**src/clkctl_map.svh**
```systemverilog
// clkctl_map.svh: addresses, field positions, reset values and counts of the clock-rate block
// assumes: included by bare name wherever the register map is needed
`ifndef CLKCTL_MAP_SVH
`define CLKCTL_MAP_SVH

// special-function register addresses
`define CLKCTL_ADDR_RATE_A       8'h8f
`define CLKCTL_ADDR_SYNTH_CTRL   8'ha3
`define CLKCTL_ADDR_SYNTH_DIV    8'ha4
`define CLKCTL_ADDR_RATE_B       8'haf

// clock_rate_control_a fields
`define CLKCTL_A_DOUBLE_SPEED    0
`define CLKCTL_A_TIMER0          1
`define CLKCTL_A_TIMER1          2
`define CLKCTL_A_TIMER2          3
`define CLKCTL_A_UART            4
`define CLKCTL_A_COUNTER_ARRAY   5
`define CLKCTL_A_WATCHDOG        6
`define CLKCTL_A_WMASK           8'h7f

// clock_rate_control_b fields
`define CLKCTL_B_SERIAL_PERIPH   0
`define CLKCTL_B_WMASK           8'h01

// synth_control fields
`define CLKCTL_S_LOCK            0
`define CLKCTL_S_ENABLE          1
`define CLKCTL_S_WMASK           8'h02

// synth_divider fields
`define CLKCTL_D_FB_MSB          7
`define CLKCTL_D_FB_LSB          4
`define CLKCTL_D_REF_MSB         3
`define CLKCTL_D_REF_LSB         0
`define CLKCTL_D_WMASK           8'hff

// reset values
`define CLKCTL_RST_RATE_A        8'h00
`define CLKCTL_RST_RATE_B        8'h00
`define CLKCTL_RST_SYNTH_CTRL    8'h00
`define CLKCTL_RST_SYNTH_DIV     8'h00

// timing: oscillator periods per machine cycle, ticks per machine cycle and peripheral count
`define CLKCTL_OSC_PER_CYCLE_STD 12
`define CLKCTL_OSC_PER_CYCLE_X2  6
`define CLKCTL_TICKS_PER_CYCLE   3'd6
`define CLKCTL_PERIPH_COUNT      7

`endif

```
**src/clkctl_pkg.sv**
```systemverilog
// clkctl_pkg: types shared by the clock-rate block
// assumes: compiled before every module of the block
package clkctl_pkg;

  typedef logic [7:0] clkctl_byte_t;

  // index of each peripheral in the tick vectors
  typedef enum logic [2:0] {
    CLKCTL_P_TIMER0,
    CLKCTL_P_TIMER1,
    CLKCTL_P_TIMER2,
    CLKCTL_P_UART,
    CLKCTL_P_COUNTER_ARRAY,
    CLKCTL_P_WATCHDOG,
    CLKCTL_P_SERIAL_PERIPH
  } clkctl_periph_t;

  // tick cadence of one clock user
  typedef enum logic {
    CLKCTL_RATE_FULL,
    CLKCTL_RATE_HALF
  } clkctl_rate_t;

endpackage : clkctl_pkg

```
**src/clkctl_top.sv**
```systemverilog
// clkctl_top: clock-rate selection registers, tick generation and synthesizer control
// assumes: one oscillator clock, special-function register strobes synchronous to it,
// and an analog synthesizer whose lock level is synchronous to the oscillator clock
`include "clkctl_map.svh"

// Functional notes
// - speed bit clear: 12 periods per cycle
// - speed bit set: 6 periods per cycle
// - peripheral bits ignored while speed bit clear
// - speed set, peripheral bit clear: 6 periods
// - speed set, peripheral bit set: 12 periods
// - rate register A bit layout, bits 0-6
// - rate register B: serial bit 0, rest reserved
// - UART bit governs only modes 0 and 2
// - reserved bits read back as zero
// - rate and synth control reset to zero
// - synth divider resets to zero
// - synth control bit 1 enables synthesizer
// - lock bit follows synthesizer lock state while enabled, reads zero while disabled
// - synthesized clock feeds USB interface clock only once the synthesizer is enabled and locked
module clkctl_top
  import clkctl_pkg::*;
(
  input  wire logic        MCLK_I,
  input  wire logic        RST_N_I,
  input  wire logic [7:0]  SFR_ADDR_I,
  input  wire logic        SFR_WR_I,
  input  wire logic        SFR_RD_I,
  input  wire logic [7:0]  SFR_WDATA_I,
  output logic [7:0]       SFR_RDATA_O,
  output logic             SFR_HIT_O,
  input  wire logic [1:0]  UART_MODE_I,
  input  wire logic        SYNTH_LOCKED_I,
  output logic             CPU_TICK_O,
  output logic             CPU_CYCLE_O,
  output logic [6:0]       PERIPH_TICK_O,
  output logic [6:0]       PERIPH_CYCLE_O,
  output logic             DOUBLE_SPEED_O,
  output logic             SYNTH_ENABLE_O,
  output logic [3:0]       SYNTH_FB_DIV_O,
  output logic [3:0]       SYNTH_REF_DIV_O,
  output logic             SYNTH_LOCK_LOST_O,
  output logic             USB_CLK_SELECT_O
);

  // stored register state
  clkctl_byte_t rate_a;
  clkctl_byte_t rate_b;
  logic         synth_enable;
  logic         synth_lock_flag;
  clkctl_byte_t synth_divider;
  clkctl_byte_t rdata;
  logic         lock_lost;
  logic         usb_select;

  clkctl_byte_t next_rate_a;
  clkctl_byte_t next_rate_b;
  logic         next_synth_enable;
  logic         next_synth_lock_flag;
  clkctl_byte_t next_synth_divider;
  clkctl_byte_t next_rdata;
  logic         next_lock_lost;
  logic         next_usb_select;

  // decoded fields
  logic         double_speed_select;
  logic         timer0_rate_select;
  logic         timer1_rate_select;
  logic         timer2_rate_select;
  logic         uart_rate_select;
  logic         counter_array_rate_select;
  logic         watchdog_rate_select;
  logic         serial_periph_rate_select;
  logic         uart_governed;
  logic [6:0]   periph_sel;
  logic         lock_visible;

  clkctl_rate_t cpu_rate;
  clkctl_rate_t periph_rate [`CLKCTL_PERIPH_COUNT];

  // decode of one special-function address
  function automatic logic is_mapped(input logic [7:0] addr);
    is_mapped = (addr == `CLKCTL_ADDR_RATE_A) ||
                (addr == `CLKCTL_ADDR_RATE_B) ||
                (addr == `CLKCTL_ADDR_SYNTH_CTRL) ||
                (addr == `CLKCTL_ADDR_SYNTH_DIV);
  endfunction : is_mapped

  // writable bits of each register; all others are reserved or read-only
  function automatic clkctl_byte_t wmask_of(input logic [7:0] addr);
    unique case (addr)
      `CLKCTL_ADDR_RATE_A: begin
        wmask_of = `CLKCTL_A_WMASK;
      end
      `CLKCTL_ADDR_RATE_B: begin
        wmask_of = `CLKCTL_B_WMASK;
      end
      `CLKCTL_ADDR_SYNTH_CTRL: begin
        wmask_of = `CLKCTL_S_WMASK;
      end
      `CLKCTL_ADDR_SYNTH_DIV: begin
        wmask_of = `CLKCTL_D_WMASK;
      end
      default: begin
        wmask_of = 8'h00;
      end
    endcase
  endfunction : wmask_of

  // rate of a peripheral from the global speed bit and its own bit
  function automatic clkctl_rate_t periph_rate_of(input logic speed, input logic own);
    if (!speed) begin
      periph_rate_of = CLKCTL_RATE_HALF;
    end else if (own) begin
      periph_rate_of = CLKCTL_RATE_HALF;
    end else begin
      periph_rate_of = CLKCTL_RATE_FULL;
    end
  endfunction : periph_rate_of

  // field extraction
  always_comb begin
    double_speed_select       = rate_a[`CLKCTL_A_DOUBLE_SPEED];
    timer0_rate_select        = rate_a[`CLKCTL_A_TIMER0];
    timer1_rate_select        = rate_a[`CLKCTL_A_TIMER1];
    timer2_rate_select        = rate_a[`CLKCTL_A_TIMER2];
    uart_rate_select          = rate_a[`CLKCTL_A_UART];
    counter_array_rate_select = rate_a[`CLKCTL_A_COUNTER_ARRAY];
    watchdog_rate_select      = rate_a[`CLKCTL_A_WATCHDOG];
    serial_periph_rate_select = rate_b[`CLKCTL_B_SERIAL_PERIPH];
    // the UART bit only steers the synchronous and fixed-rate modes
    uart_governed             = (UART_MODE_I == 2'd0) || (UART_MODE_I == 2'd2);
    periph_sel[CLKCTL_P_TIMER0]         = timer0_rate_select;
    periph_sel[CLKCTL_P_TIMER1]         = timer1_rate_select;
    periph_sel[CLKCTL_P_TIMER2]         = timer2_rate_select;
    periph_sel[CLKCTL_P_UART]           = uart_governed ? uart_rate_select : 1'b0;
    periph_sel[CLKCTL_P_COUNTER_ARRAY]  = counter_array_rate_select;
    periph_sel[CLKCTL_P_WATCHDOG]       = watchdog_rate_select;
    periph_sel[CLKCTL_P_SERIAL_PERIPH]  = serial_periph_rate_select;
  end

  // cadence selection
  // a rate change acts at once; the machine-cycle count is kept, so the cycle
  // in flight is stretched or shortened rather than restarted
  always_comb begin
    cpu_rate = double_speed_select ? CLKCTL_RATE_FULL : CLKCTL_RATE_HALF;
    for (int i = 0; i < `CLKCTL_PERIPH_COUNT; i++) begin
      periph_rate[i] = periph_rate_of(double_speed_select, periph_sel[i]);
    end
  end

  // register writes; reserved bits are masked off so they always read zero
  always_comb begin
    next_rate_a        = rate_a;
    next_rate_b        = rate_b;
    next_synth_enable  = synth_enable;
    next_synth_divider = synth_divider;
    if (SFR_WR_I) begin
      unique case (SFR_ADDR_I)
        `CLKCTL_ADDR_RATE_A: begin
          next_rate_a = SFR_WDATA_I & wmask_of(SFR_ADDR_I);
        end
        `CLKCTL_ADDR_RATE_B: begin
          next_rate_b = SFR_WDATA_I & wmask_of(SFR_ADDR_I);
        end
        `CLKCTL_ADDR_SYNTH_CTRL: begin
          // lock bit is not writable
          next_synth_enable = SFR_WDATA_I[`CLKCTL_S_ENABLE];
        end
        `CLKCTL_ADDR_SYNTH_DIV: begin
          // feedback field in the high nibble, reference field in the low nibble
          next_synth_divider = SFR_WDATA_I & wmask_of(SFR_ADDR_I);
        end
        default: begin
          next_rate_a = rate_a;
        end
      endcase
    end
  end

  // lock tracking: set while locked, cleared on loss or while disabled
  always_comb begin
    // a flag left from before a disable must not show once the enable is clear
    lock_visible         = synth_enable & synth_lock_flag;
    next_synth_lock_flag = synth_enable & SYNTH_LOCKED_I;
    next_lock_lost       = synth_lock_flag & ~next_synth_lock_flag;
    // the USB clock is taken from the synthesizer only once it is enabled and locked
    next_usb_select      = lock_visible;
  end

  // read path, registered; unmapped addresses read zero
  // a read together with a write returns the value held before the write
  always_comb begin
    next_rdata = rdata;
    if (SFR_RD_I) begin
      unique case (SFR_ADDR_I)
        `CLKCTL_ADDR_RATE_A: begin
          next_rdata = rate_a & wmask_of(SFR_ADDR_I);
        end
        `CLKCTL_ADDR_RATE_B: begin
          next_rdata = rate_b & wmask_of(SFR_ADDR_I);
        end
        `CLKCTL_ADDR_SYNTH_CTRL: begin
          next_rdata = 8'h00;
          next_rdata[`CLKCTL_S_ENABLE] = synth_enable;
          next_rdata[`CLKCTL_S_LOCK]   = lock_visible;
        end
        `CLKCTL_ADDR_SYNTH_DIV: begin
          next_rdata = synth_divider;
        end
        default: begin
          next_rdata = 8'h00;
        end
      endcase
    end
  end

  // register file
  always_ff @(posedge MCLK_I) begin
    if (!RST_N_I) begin
      rate_a        <= `CLKCTL_RST_RATE_A;
      rate_b        <= `CLKCTL_RST_RATE_B;
      synth_enable  <= 1'(`CLKCTL_RST_SYNTH_CTRL >> `CLKCTL_S_ENABLE);
      synth_divider <= `CLKCTL_RST_SYNTH_DIV;
    end else begin
      rate_a        <= next_rate_a;
      rate_b        <= next_rate_b;
      synth_enable  <= next_synth_enable;
      synth_divider <= next_synth_divider;
    end
  end

  // lock tracking state
  always_ff @(posedge MCLK_I) begin
    if (!RST_N_I) begin
      synth_lock_flag <= 1'b0;
      lock_lost       <= 1'b0;
      usb_select      <= 1'b0;
    end else begin
      synth_lock_flag <= next_synth_lock_flag;
      lock_lost       <= next_lock_lost;
      usb_select      <= next_usb_select;
    end
  end

  // read data register
  always_ff @(posedge MCLK_I) begin
    if (!RST_N_I) begin
      rdata <= 8'h00;
    end else begin
      rdata <= next_rdata;
    end
  end

  // ticks are enables on the oscillator clock, so no derived clock domain is made
  // core tick: one per two oscillator periods in standard mode, every period when doubled
  clkctl_rate_gen u_cpu_rate (
    .clk_i   (MCLK_I),
    .rst_n_i (RST_N_I),
    .rate_i  (cpu_rate),
    .tick_o  (CPU_TICK_O),
    .cycle_o (CPU_CYCLE_O)
  );

  // one tick generator per peripheral
  for (genvar g = 0; g < `CLKCTL_PERIPH_COUNT; g++) begin : g_periph
    clkctl_rate_gen u_periph_rate (
      .clk_i   (MCLK_I),
      .rst_n_i (RST_N_I),
      .rate_i  (periph_rate[g]),
      .tick_o  (PERIPH_TICK_O[g]),
      .cycle_o (PERIPH_CYCLE_O[g])
    );
  end

  assign SFR_HIT_O         = is_mapped(SFR_ADDR_I) & (SFR_RD_I | SFR_WR_I);
  assign SFR_RDATA_O       = rdata;
  assign DOUBLE_SPEED_O    = double_speed_select;
  assign SYNTH_ENABLE_O    = synth_enable;
  assign SYNTH_FB_DIV_O    = synth_divider[`CLKCTL_D_FB_MSB:`CLKCTL_D_FB_LSB];
  assign SYNTH_REF_DIV_O   = synth_divider[`CLKCTL_D_REF_MSB:`CLKCTL_D_REF_LSB];
  assign SYNTH_LOCK_LOST_O = lock_lost;
  assign USB_CLK_SELECT_O  = usb_select;

endmodule : clkctl_top

```
**src/clkctl_rate_gen.sv**
```systemverilog
// clkctl_rate_gen: tick and machine-cycle strobes for one clock user
// assumes: clk_i is the oscillator clock; rate_i may change at any cycle
`include "clkctl_map.svh"

module clkctl_rate_gen
  import clkctl_pkg::*;
(
  input  wire logic         clk_i,
  input  wire logic         rst_n_i,
  input  wire clkctl_rate_t rate_i,
  output logic              tick_o,
  output logic              cycle_o
);

  logic       half_phase;
  logic [2:0] tick_cnt;
  logic       next_half_phase;
  logic [2:0] next_tick_cnt;
  logic       next_tick;
  logic       next_cycle;
  logic       fire;

  // half rate fires every second oscillator period, full rate every period
  always_comb begin
    fire            = (rate_i == CLKCTL_RATE_FULL) || half_phase;
    next_half_phase = (rate_i == CLKCTL_RATE_HALF) ? ~half_phase : 1'b0;
    next_tick       = fire;
    next_tick_cnt   = tick_cnt;
    next_cycle      = 1'b0;
    if (fire) begin
      if (tick_cnt == `CLKCTL_TICKS_PER_CYCLE - 3'd1) begin
        next_tick_cnt = 3'd0;
        next_cycle    = 1'b1;
      end else begin
        next_tick_cnt = tick_cnt + 3'd1;
      end
    end
  end

  always_ff @(posedge clk_i) begin
    if (!rst_n_i) begin
      half_phase <= 1'b0;
      tick_cnt   <= 3'd0;
      tick_o     <= 1'b0;
      cycle_o    <= 1'b0;
    end else begin
      half_phase <= next_half_phase;
      tick_cnt   <= next_tick_cnt;
      tick_o     <= next_tick;
      cycle_o    <= next_cycle;
    end
  end

endmodule : clkctl_rate_gen

```
**config.mk**
```make
export PLATFORM = sky130hd
export DESIGN_NAME = clkctl_top
export DESIGN_NICKNAME = d
export VERILOG_FILES = /design/src/clkctl_pkg.sv /design/src/clkctl_top.sv /design/src/clkctl_rate_gen.sv
export VERILOG_INCLUDE_DIRS = /design/src
export SDC_FILE = /design/constraint.sdc
export NUM_CORES = 1
export LEC_CHECK = 0
export ABC_AREA = 1
export ABC_CLOCK_PERIOD_IN_PS = 1500
export BUFFER_PORTS_ARGS = -buffer_cell sky130_fd_sc_hd__buf_2
export CORE_ASPECT_RATIO = 1.25
export CORE_MARGIN = 2
export CORE_UTILIZATION = 56
export CTS_BUF_LIST = sky130_fd_sc_hd__clkbuf_4 sky130_fd_sc_hd__clkbuf_8
export DETAILED_ROUTE_END_ITERATION = 6
export GPL_TIMING_DRIVEN = 0
export PLACE_DENSITY = 0.81
export SETUP_SLACK_MARGIN = 0.4
export SLEW_MARGIN = 40
export SYNTH_ARGS = -nofsm -noshare
export SYNTH_HDL_FRONTEND = slang
export SYNTH_SLANG_ARGS = --single-unit
```
**constraint.sdc**
```tcl
create_clock -name MCLK_I -period 1.5 [get_ports MCLK_I]
set_clock_uncertainty 0.2 [all_clocks]
set_input_delay 0.3 -clock MCLK_I [delete_from_list [all_inputs] [get_ports MCLK_I]]
set_output_delay 0.3 -clock MCLK_I [all_outputs]
set_load 0.05 [all_outputs]
```
==> flow_summary.yaml, run 1 <==
placed_design:
  placed_cells: 495
  hpwl_um: 4680
  io_buffers: 57
  routabilityCongestion: 0.777
timing:
  worst_endpoint_kind: "top-level output"
  crit_endpoint: "SFR_HIT_O"
clock_network:
  cts_max_level: 3
  clockBufferDepth: 2
  cts_root_buffer: "clkbuf_8"
  cts_buffers: 9
  clkSinkCount: 76
yosys:
  synth_area_um2: 2980
  ys_warn_count: 0
  ys_ff_latch: 76
  ys.flop_type: "dfxtp_1"
  synth.distinct_cells: 33
  yosysSeqAreaShare: 0.510
  synthCells: 376
  synth_edf_count: 0
  async_flop_share: 0
  syn-mean-instance-area_um2: 7.93
  synth_nets: 399
die:
  io_pins: 60
  die_h_um: 85.6
  die_w_um: 69.3
  rows: 29
  initial_utilization: 0.583
status:
  outcome: "aborted with a tool error"
  firstError: "[ERROR DPL-0038] Utilization greater than 100%, impossible to legalize"
  failed_stage: "5_1_grt"
grt:
  grt_max_degree: 13
kinds of logic after synthesis:
family / share of synthesized area
buf+inv: 0.115
simple gates: 0.228
flops: 0.510
compound gates: 0.146
per-stage QoR:
step                      setup WS (ns)  area, µm²  hold slack, ns  utilization
after CTS                        -0.217       4860         0.00142        0.951
after detailed placement         -0.422       3570           0.227        0.697
after global placement           -0.411       3570           0.226        0.697
after floorplan                  -0.124       3200           0.214            -
cell usage after synthesis (3+ instances only):
cell type  number  area (µm²)
a21oi_1        29         145
a21oi_2         5        43.8
buf_2           3        15.0
buf_4          14         105
clkbuf_1        5        18.8
dfxtp_1        76        1520
inv_1          44         165
nand2_1        61         229
nand2_2         7        43.8
nand3_1        19        95.1
nor2_1         51         191
nor4_1          3        18.8
o21ai_0        21         105
o21ai_1         4        20.0
o21bai_1        6        45.0
o22ai_1         4        25.0
repair_timing:
action	4_1_cts
endpoints found under the setup margin	94
cloned	3
hold buffers	1
pin swaps	40
resized for setup	234
hold endpoints to repair	2
buffers inserted	28
==> run 2, diff against run 1 <==
Settings changed: CORE_ASPECT_RATIO 1.25 to default, CORE_UTILIZATION 56 to 40, CTS_BUF_LIST sky130_fd_sc_hd__clkbuf_4 sky130_fd_sc_hd__clkbuf_8 to default, PLACE_DENSITY 0.81 to default, PLACE_DENSITY_LB_ADDON from default to 0.15, SETUP_SLACK_MARGIN 0.4 to default.
==> run 2 against run 1 <==
  * Area after synthesis did not move
  * Synthesized cell count is the same
  * The flow now finishes, with violations (setup timing)
==> flow_summary.yaml, run 2 <==
timing:
  max_freq_mhz: 588
  tightest_slew_ns: 0.577
  grt_setup_unrepaired: "yes"
  slew_violations: 0
  hold_slack_ns: 0.0405
  setup_ws_ns: -0.200
  finalCritPeriodShare: 1.13
  fin_crit_ns: 1.70
  hold_viol: 0
  setup_violations: 1
  slew_headroom: 0.615
worst_setup_path:
  worstPathCellList: "buf_8 -> inv_12 -> nand2_4 -> nor2_4 -> and2_4 -> nor3_4 -> a21oi_4 -> buf_6"
  critPathLaunchType: "primary input"
  worstPathRequired_ns: 1.00
  r2r_setup_slack_ns: 0.16
  critPathMaxStageDelay_ns: 0.19
  crit_slowest_cell: "and2_4"
  cp_max_fo: 5
  critPathArrivalTime_ns: 1.20
  reg2reg_to: "g_periph[1].u_periph_rate.tick_cnt[1]"
  end_kind: "output pin"
  criticalPathCategory: "primary input to output pin"
  r2r_start: "rate_a[0]"
  r2r_cells: 6
routing:
  via_per_inst: 4.53
  vias: 2520
  ant_nets: 0
  drtIter0Drc: 88
  drt_wl_total_um: 6150
  drt-wirelength-per-cell_um: 11.1
  drt_first_pass_iters: 4
  drc: 0
status:
  outcome: "finished, violations left"
  failed_checks: "setup timing"
clock_network:
  clkLatencyLatePin_ns: 0.34
  cts_tree: "built"
  cts_max_level: 3
  clockBufferDepth: 2
  cts_root_buffer: "clkbuf_8"
  cts_buffers: 9
  clkSinkCount: 76
  clk_pin_slew_ns: 0.07
grt:
  grtUsageMet2: 0.251
  grtUsageMet3: 0.0492
  grt_use_total: 0.162
  grt_max_degree: 13
  grt_pass1_vias: 2394
  grt_pass1_wl_um: 10600
  top_usage_layer: "met2"
  met1_usage: 0.211
  antenna_found_initial: 0
  overflow: 0
power_and_ir_drop:
  ir_drop_mv: 0.654
  total_power_w: 0.00420
  leakage_nw: 1.78
  powerDensity_nw_per_um2: 1080
layout:
  regArea_um2: 1530
  syn_to_final_growth_pct: 30.9
  multi_input_area_um2: 1230
  antennaDiodeCount: 0
  largest-register: "g_periph.u_periph_rate.tick_cnt"
  largest_reg_flops: 21
  layout_common_cells: "74 x dfxtp_1, 54 x nand2_1, 47 x nor2_1"
  layout-drive-gt1-share: 0.324
  finalNetCount: 476
  n_fill_cell: 730
  final_common_cell: "dfxtp_1"
yosys:
  yosysMostFrequentCell: "dfxtp_1"
  syn-mean-instance-area_um2: 7.93
  synth_edf_count: 0
  ys_ff_latch: 76
  yosysSeqAreaShare: 0.510
  ys.flop_type: "dfxtp_1"
  synthCells: 376
  synth.area.top_cells: "dfxtp_1 51%, nand2_1 7.7%, nor2_1 6.4%"
  yosysTopAreaCell: "dfxtp_1"
  synth_area_um2: 2980
  synth.distinct_cells: 33
  synth_nets: 399
  ys_warn_count: 0
  async_flop_share: 0
  yosysTopAreaCellShare: 0.510
  synth_commonest_cells: "76 x dfxtp_1, 61 x nand2_1, 51 x nor2_1"
placed_design:
  hpwl_um: 4460
  routabilityCongestion: 0.776
  io_buffers: 57
die:
  die_w_um: 90.3
  io_pins: 60
  dieArea_um2: 8160
  coreArea_um2: 7250
  die_h_um: 90.3
  rows: 31
  initial_utilization: 0.411
flow_run:
  maxCapViolCount: 0
min_path:
  min_from: "SFR_WDATA_I[7]"
  hold_depth: 3
  holdCritPathClass: "primary input to flip-flop"
  min_to: "synth_divider[7]"
-- run 2: cell families after synthesis --
logic type             count (synthesis)  synth area share
and+or+nand+nor                      154             0.228
AOI/OAI and AO/OA                     75             0.146
buffers and inverters                 71             0.115
DFF                                   76             0.510
-- run 2: area by class of cell --
type	count	area share
Buffer	24	0.0394
Sequential cell	76	0.391
Inverter	46	0.0503
Multi-Input combinational cell	229	0.316
Clock inverter	4	0.0183
Clock buffer	11	0.0388
Tap cell	99	0.0317
Timing Repair Buffer	67	0.114
-- run 2: worst max-delay path: cells and delay by family --
kind,cells,cell delay (ns)
simple gates,4,0.45
buf+inv,3,0.33
compound gates,1,0.11
-- run 2: through the flow --
| stage | utilization | setup WS (ns) | setup TNS, ns | cells | cell area (µm²) |
|---|---|---|---|---|---|
| 2_1_floorplan | - | -0.124 | -0.124 | 376 | 3060 |
| 3_3_place_gp | 0.478 | -0.407 | -3.93 | 532 | 3470 |
| 3_5_place_dp | 0.478 | -0.414 | -4.16 | 532 | 3470 |
| 4_1_cts | 0.526 | -0.198 | -0.198 | 554 | 3810 |
| 5_1_grt | 0.538 | -0.227 | -0.227 | 556 | 3900 |
| 6_report | 0.538 | -0.200 | -0.200 | 556 | 3900 |
-- run 2: worst max path at each step --
stage	startpoint	to	slack, ns	depth (start not counted)
2_1_floorplan	SFR_ADDR_I[4]	SFR_HIT_O	-0.12	7
3_3_place_gp	SFR_ADDR_I[4]	SFR_HIT_O	-0.41	9
3_5_place_dp	SFR_ADDR_I[4]	SFR_HIT_O	-0.41	9
4_1_cts	SFR_ADDR_I[6]	SFR_HIT_O	-0.20	8
5_1_grt	SFR_ADDR_I[4]	SFR_HIT_O	-0.23	8
6_report	SFR_ADDR_I[4]	SFR_HIT_O	-0.20	8
-- run 2: timing repair --
action                                  in CTS  in global routing
pin swaps                                    7                  5
cloned                                       0                  0
buffers inserted                             7                  2
endpoints found under the setup margin      16                 22
hold buffers                                 1                  0
endpoints found under the hold margin        2                  0
resized for setup                           26                 30
-- run 2: power by group --
part / internal [W] / switching [W]
Sequential: 0.00208 / 0.0000321
Combinational: 0.000135 / 0.000234
Clock: 0.00102 / 0.000703
-- run 2: layer usage --
| metal | up-vias | part of all wire | wire length [µm] |
|---|---|---|---|
| li1 | 1347 | - | - |
| met1 | 1116 | 0.48 | 2980 |
| met2 | 51 | 0.45 | 2770 |
| met3 | 6 | 0.051 | 316 |
| met4 | 0 | 0.013 | 83 |
| met5 | - | 0 | 0 |
No activity file was read; power rests on OpenSTA's default activity.
==> run 3, diff against run 2 <==
Settings changed: CORE_UTILIZATION 40 to 30, CTS_BUF_LIST from default to sky130_fd_sc_hd__clkbuf_2 sky130_fd_sc_hd__clkbuf_4 sky130_fd_sc_hd__clkbuf_8.
==> run 3 against run 2 <==
  * The run still ends with setup timing left
  * Non-clock buffer count shrank 2
  * Count of clock-buffer cells in the layout decreased by 1
  * Sequential power about the same
  * Global-route usage down 3.3 points
  * Hold slack got worse by 0.0041 ns
  * Final cell count is 5.9% higher
  * First-iteration DRC count shrank 22%
  * Sequential cell count stayed put
==> flow_summary.yaml, run 3 (synthesis gave the netlist of run 2 again) <==
worst_setup_path:
  worstPathRequired_ns: 1.00
  worstPathCellList: "buf_8 -> inv_12 -> nand2_4 -> nor2_4 -> and2_4 -> nor3_4 -> a21oi_4 -> buf_6"
  critPathLaunchType: "primary input"
  critPathMaxStageDelay_ns: 0.19
  end_kind: "output pin"
  r2r_setup_slack_ns: 0.13
  criticalPathCategory: "primary input to output pin"
  r2r_cells: 6
  r2r_start: "rate_a[0]"
  cp_max_fo: 6
  crit_slowest_cell: "nor2_4"
  reg2reg_to: "g_periph[2].u_periph_rate.tick_cnt[1]"
  critPathArrivalTime_ns: 1.21
layout:
  final_cells: 589
  regArea_um2: 1530
  layout_common_cells: "74 x dfxtp_1, 56 x nand2_1, 49 x nor2_1"
  largest_reg_flops: 21
  antennaDiodeCount: 0
  layout-drive-gt1-share: 0.311
  largest-register: "g_periph.u_periph_rate.tick_cnt"
  finalNetCount: 474
  syn_to_final_growth_pct: 31.9
  final_common_cell: "dfxtp_1"
  multi_input_area_um2: 1220
  n_fill_cell: 1020
  stdcell_area_um2: 3930
timing:
  setup_ws_ns: -0.208
  slew_violations: 0
  hold_slack_ns: 0.0364
  setup_violations: 1
  grt_setup_unrepaired: "yes"
  finalCritPeriodShare: 1.14
  tightest_slew_ns: 0.550
  fin_crit_ns: 1.71
  slew_headroom: 0.633
  max_freq_mhz: 585
  hold_viol: 0
routing:
  drc: 0
  routedLengthMet1_um: 3080
  drt_first_pass_iters: 4
  ant_nets: 0
  via_per_inst: 4.34
  vias: 2554
  drtIter0Drc: 69
  drt-wirelength-per-cell_um: 11.1
  top_layer_used: "met4"
  wl_met2_um: 2990
  wl_met3_um: 311
  drt_wl_total_um: 6510
clock_network:
  cts_buffers: 9
  clk_pin_slew_ns: 0.08
  cts_max_level: 3
  cts_root_buffer: "clkbuf_8"
  clockBufferDepth: 2
  clkSinkCount: 76
  cts_tree: "built"
  clkLatencyLatePin_ns: 0.34
placed_design:
  routabilityCongestion: 0.752
  place_area_um2: 3510
  placed_cells: 566
  dp_worst_setup_slack_ns: -0.427
  io_buffers: 57
  hpwl_um: 4830
die:
  die_w_um: 104
  dieArea_um2: 10700
  initial_utilization: 0.306
  die_h_um: 104
  coreArea_um2: 9730
  io_pins: 60
  rows: 36
status:
  failed_checks: "setup timing"
  outcome: "finished, violations left"
grt:
  overflow: 0
  grt_max_degree: 14
  grt_use_total: 0.130
  antenna_found_initial: 0
  grt_pass1_wl_um: 11200
  grt_pass1_vias: 2457
power_and_ir_drop:
  ir_drop_mv: 0.549
  leakage_nw: 1.77
  powerDensity_nw_per_um2: 1110
  total_power_w: 0.00436
min_path:
  holdCritPathClass: "primary input to flip-flop"
  min_from: "SFR_WDATA_I[5]"
  min_to: "synth_divider[5]"
  hold_depth: 3
flow_run:
  maxCapViolCount: 0
==> run 3: cell count changes in the layout (fill, tap and decap cells not counted), moves of 2 or more <==
cell	previous run	this run
buf_2	36	38
clkbuf_4	4	2
clkbuf_8	11	9
nand2_1	54	56
nand2_2	10	8
nor2_1	47	49
o21ai_0	18	21
o21ai_1	7	4
==> run 3: what timing repair did <==
| action | CTS | global route |
|---|---|---|
| setup endpoints to repair | 20 | 16 |
| pin swaps | 5 | 4 |
| gates resized for setup | 28 | 15 |
| hold buffers | 1 | 0 |
| setup buffers | 5 | 2 |
| hold endpoints to repair | 2 | 0 |
==> run 3: metal layers <==
| layer | global-route usage | vias up |
|---|---|---|
| met2 | 0.219 | 57 |
| met1 | 0.155 | 1146 |
| met3 | 0.0302 | 11 |
| met4 | 0.0627 | 0 |
| li1 | - | 1340 |
| met5 | 0 | - |
==> run 3: critical path, delay by kind of cell <==
kind | cells | cell delay (ns)
AOI/OAI and AO/OA | 1 | 0.11
buffers and inverters | 3 | 0.33
and+or+nand+nor | 4 | 0.46
==> run 3: layout make-up <==
cell class                 count  area share
multi-input combinational    229       0.310
buffer                        24      0.0392
timing repair buffer          65       0.108
tap                          133      0.0423
clock buffer                  10      0.0334
clock inverter                 6      0.0283
sequential                    76       0.388
inverter                      46      0.0500
==> run 3: metrics by stage <==
step | TNS, ns | util
CTS | -0.217 | 0.397
global route | -0.287 | 0.404
finish | -0.208 | 0.404
floorplan | -0.124 | -
global placement | -3.48 | 0.361
detailed placement | -3.77 | 0.361
==> run 3: worst max path at each step <==
stage | end | from | slack [ns] | depth (start not counted)
after floorplan | SFR_HIT_O | SFR_ADDR_I[4] | -0.12 | 7
after global placement | SFR_HIT_O | SFR_ADDR_I[4] | -0.42 | 9
after detailed placement | SFR_HIT_O | SFR_ADDR_I[4] | -0.43 | 9
after CTS | SFR_HIT_O | SFR_ADDR_I[6] | -0.22 | 8
after global routing | SFR_HIT_O | SFR_ADDR_I[4] | -0.28 | 9
final | SFR_HIT_O | SFR_ADDR_I[4] | -0.21 | 8
==> run 3: power breakdown <==
group / leakage (nW) / switching (W) / internal [W]
logic: 1.03 / 0.000234 / 0.000131
clock network: 0.120 / 0.000755 / 0.00113
registers: 0.621 / 0.0000315 / 0.00208
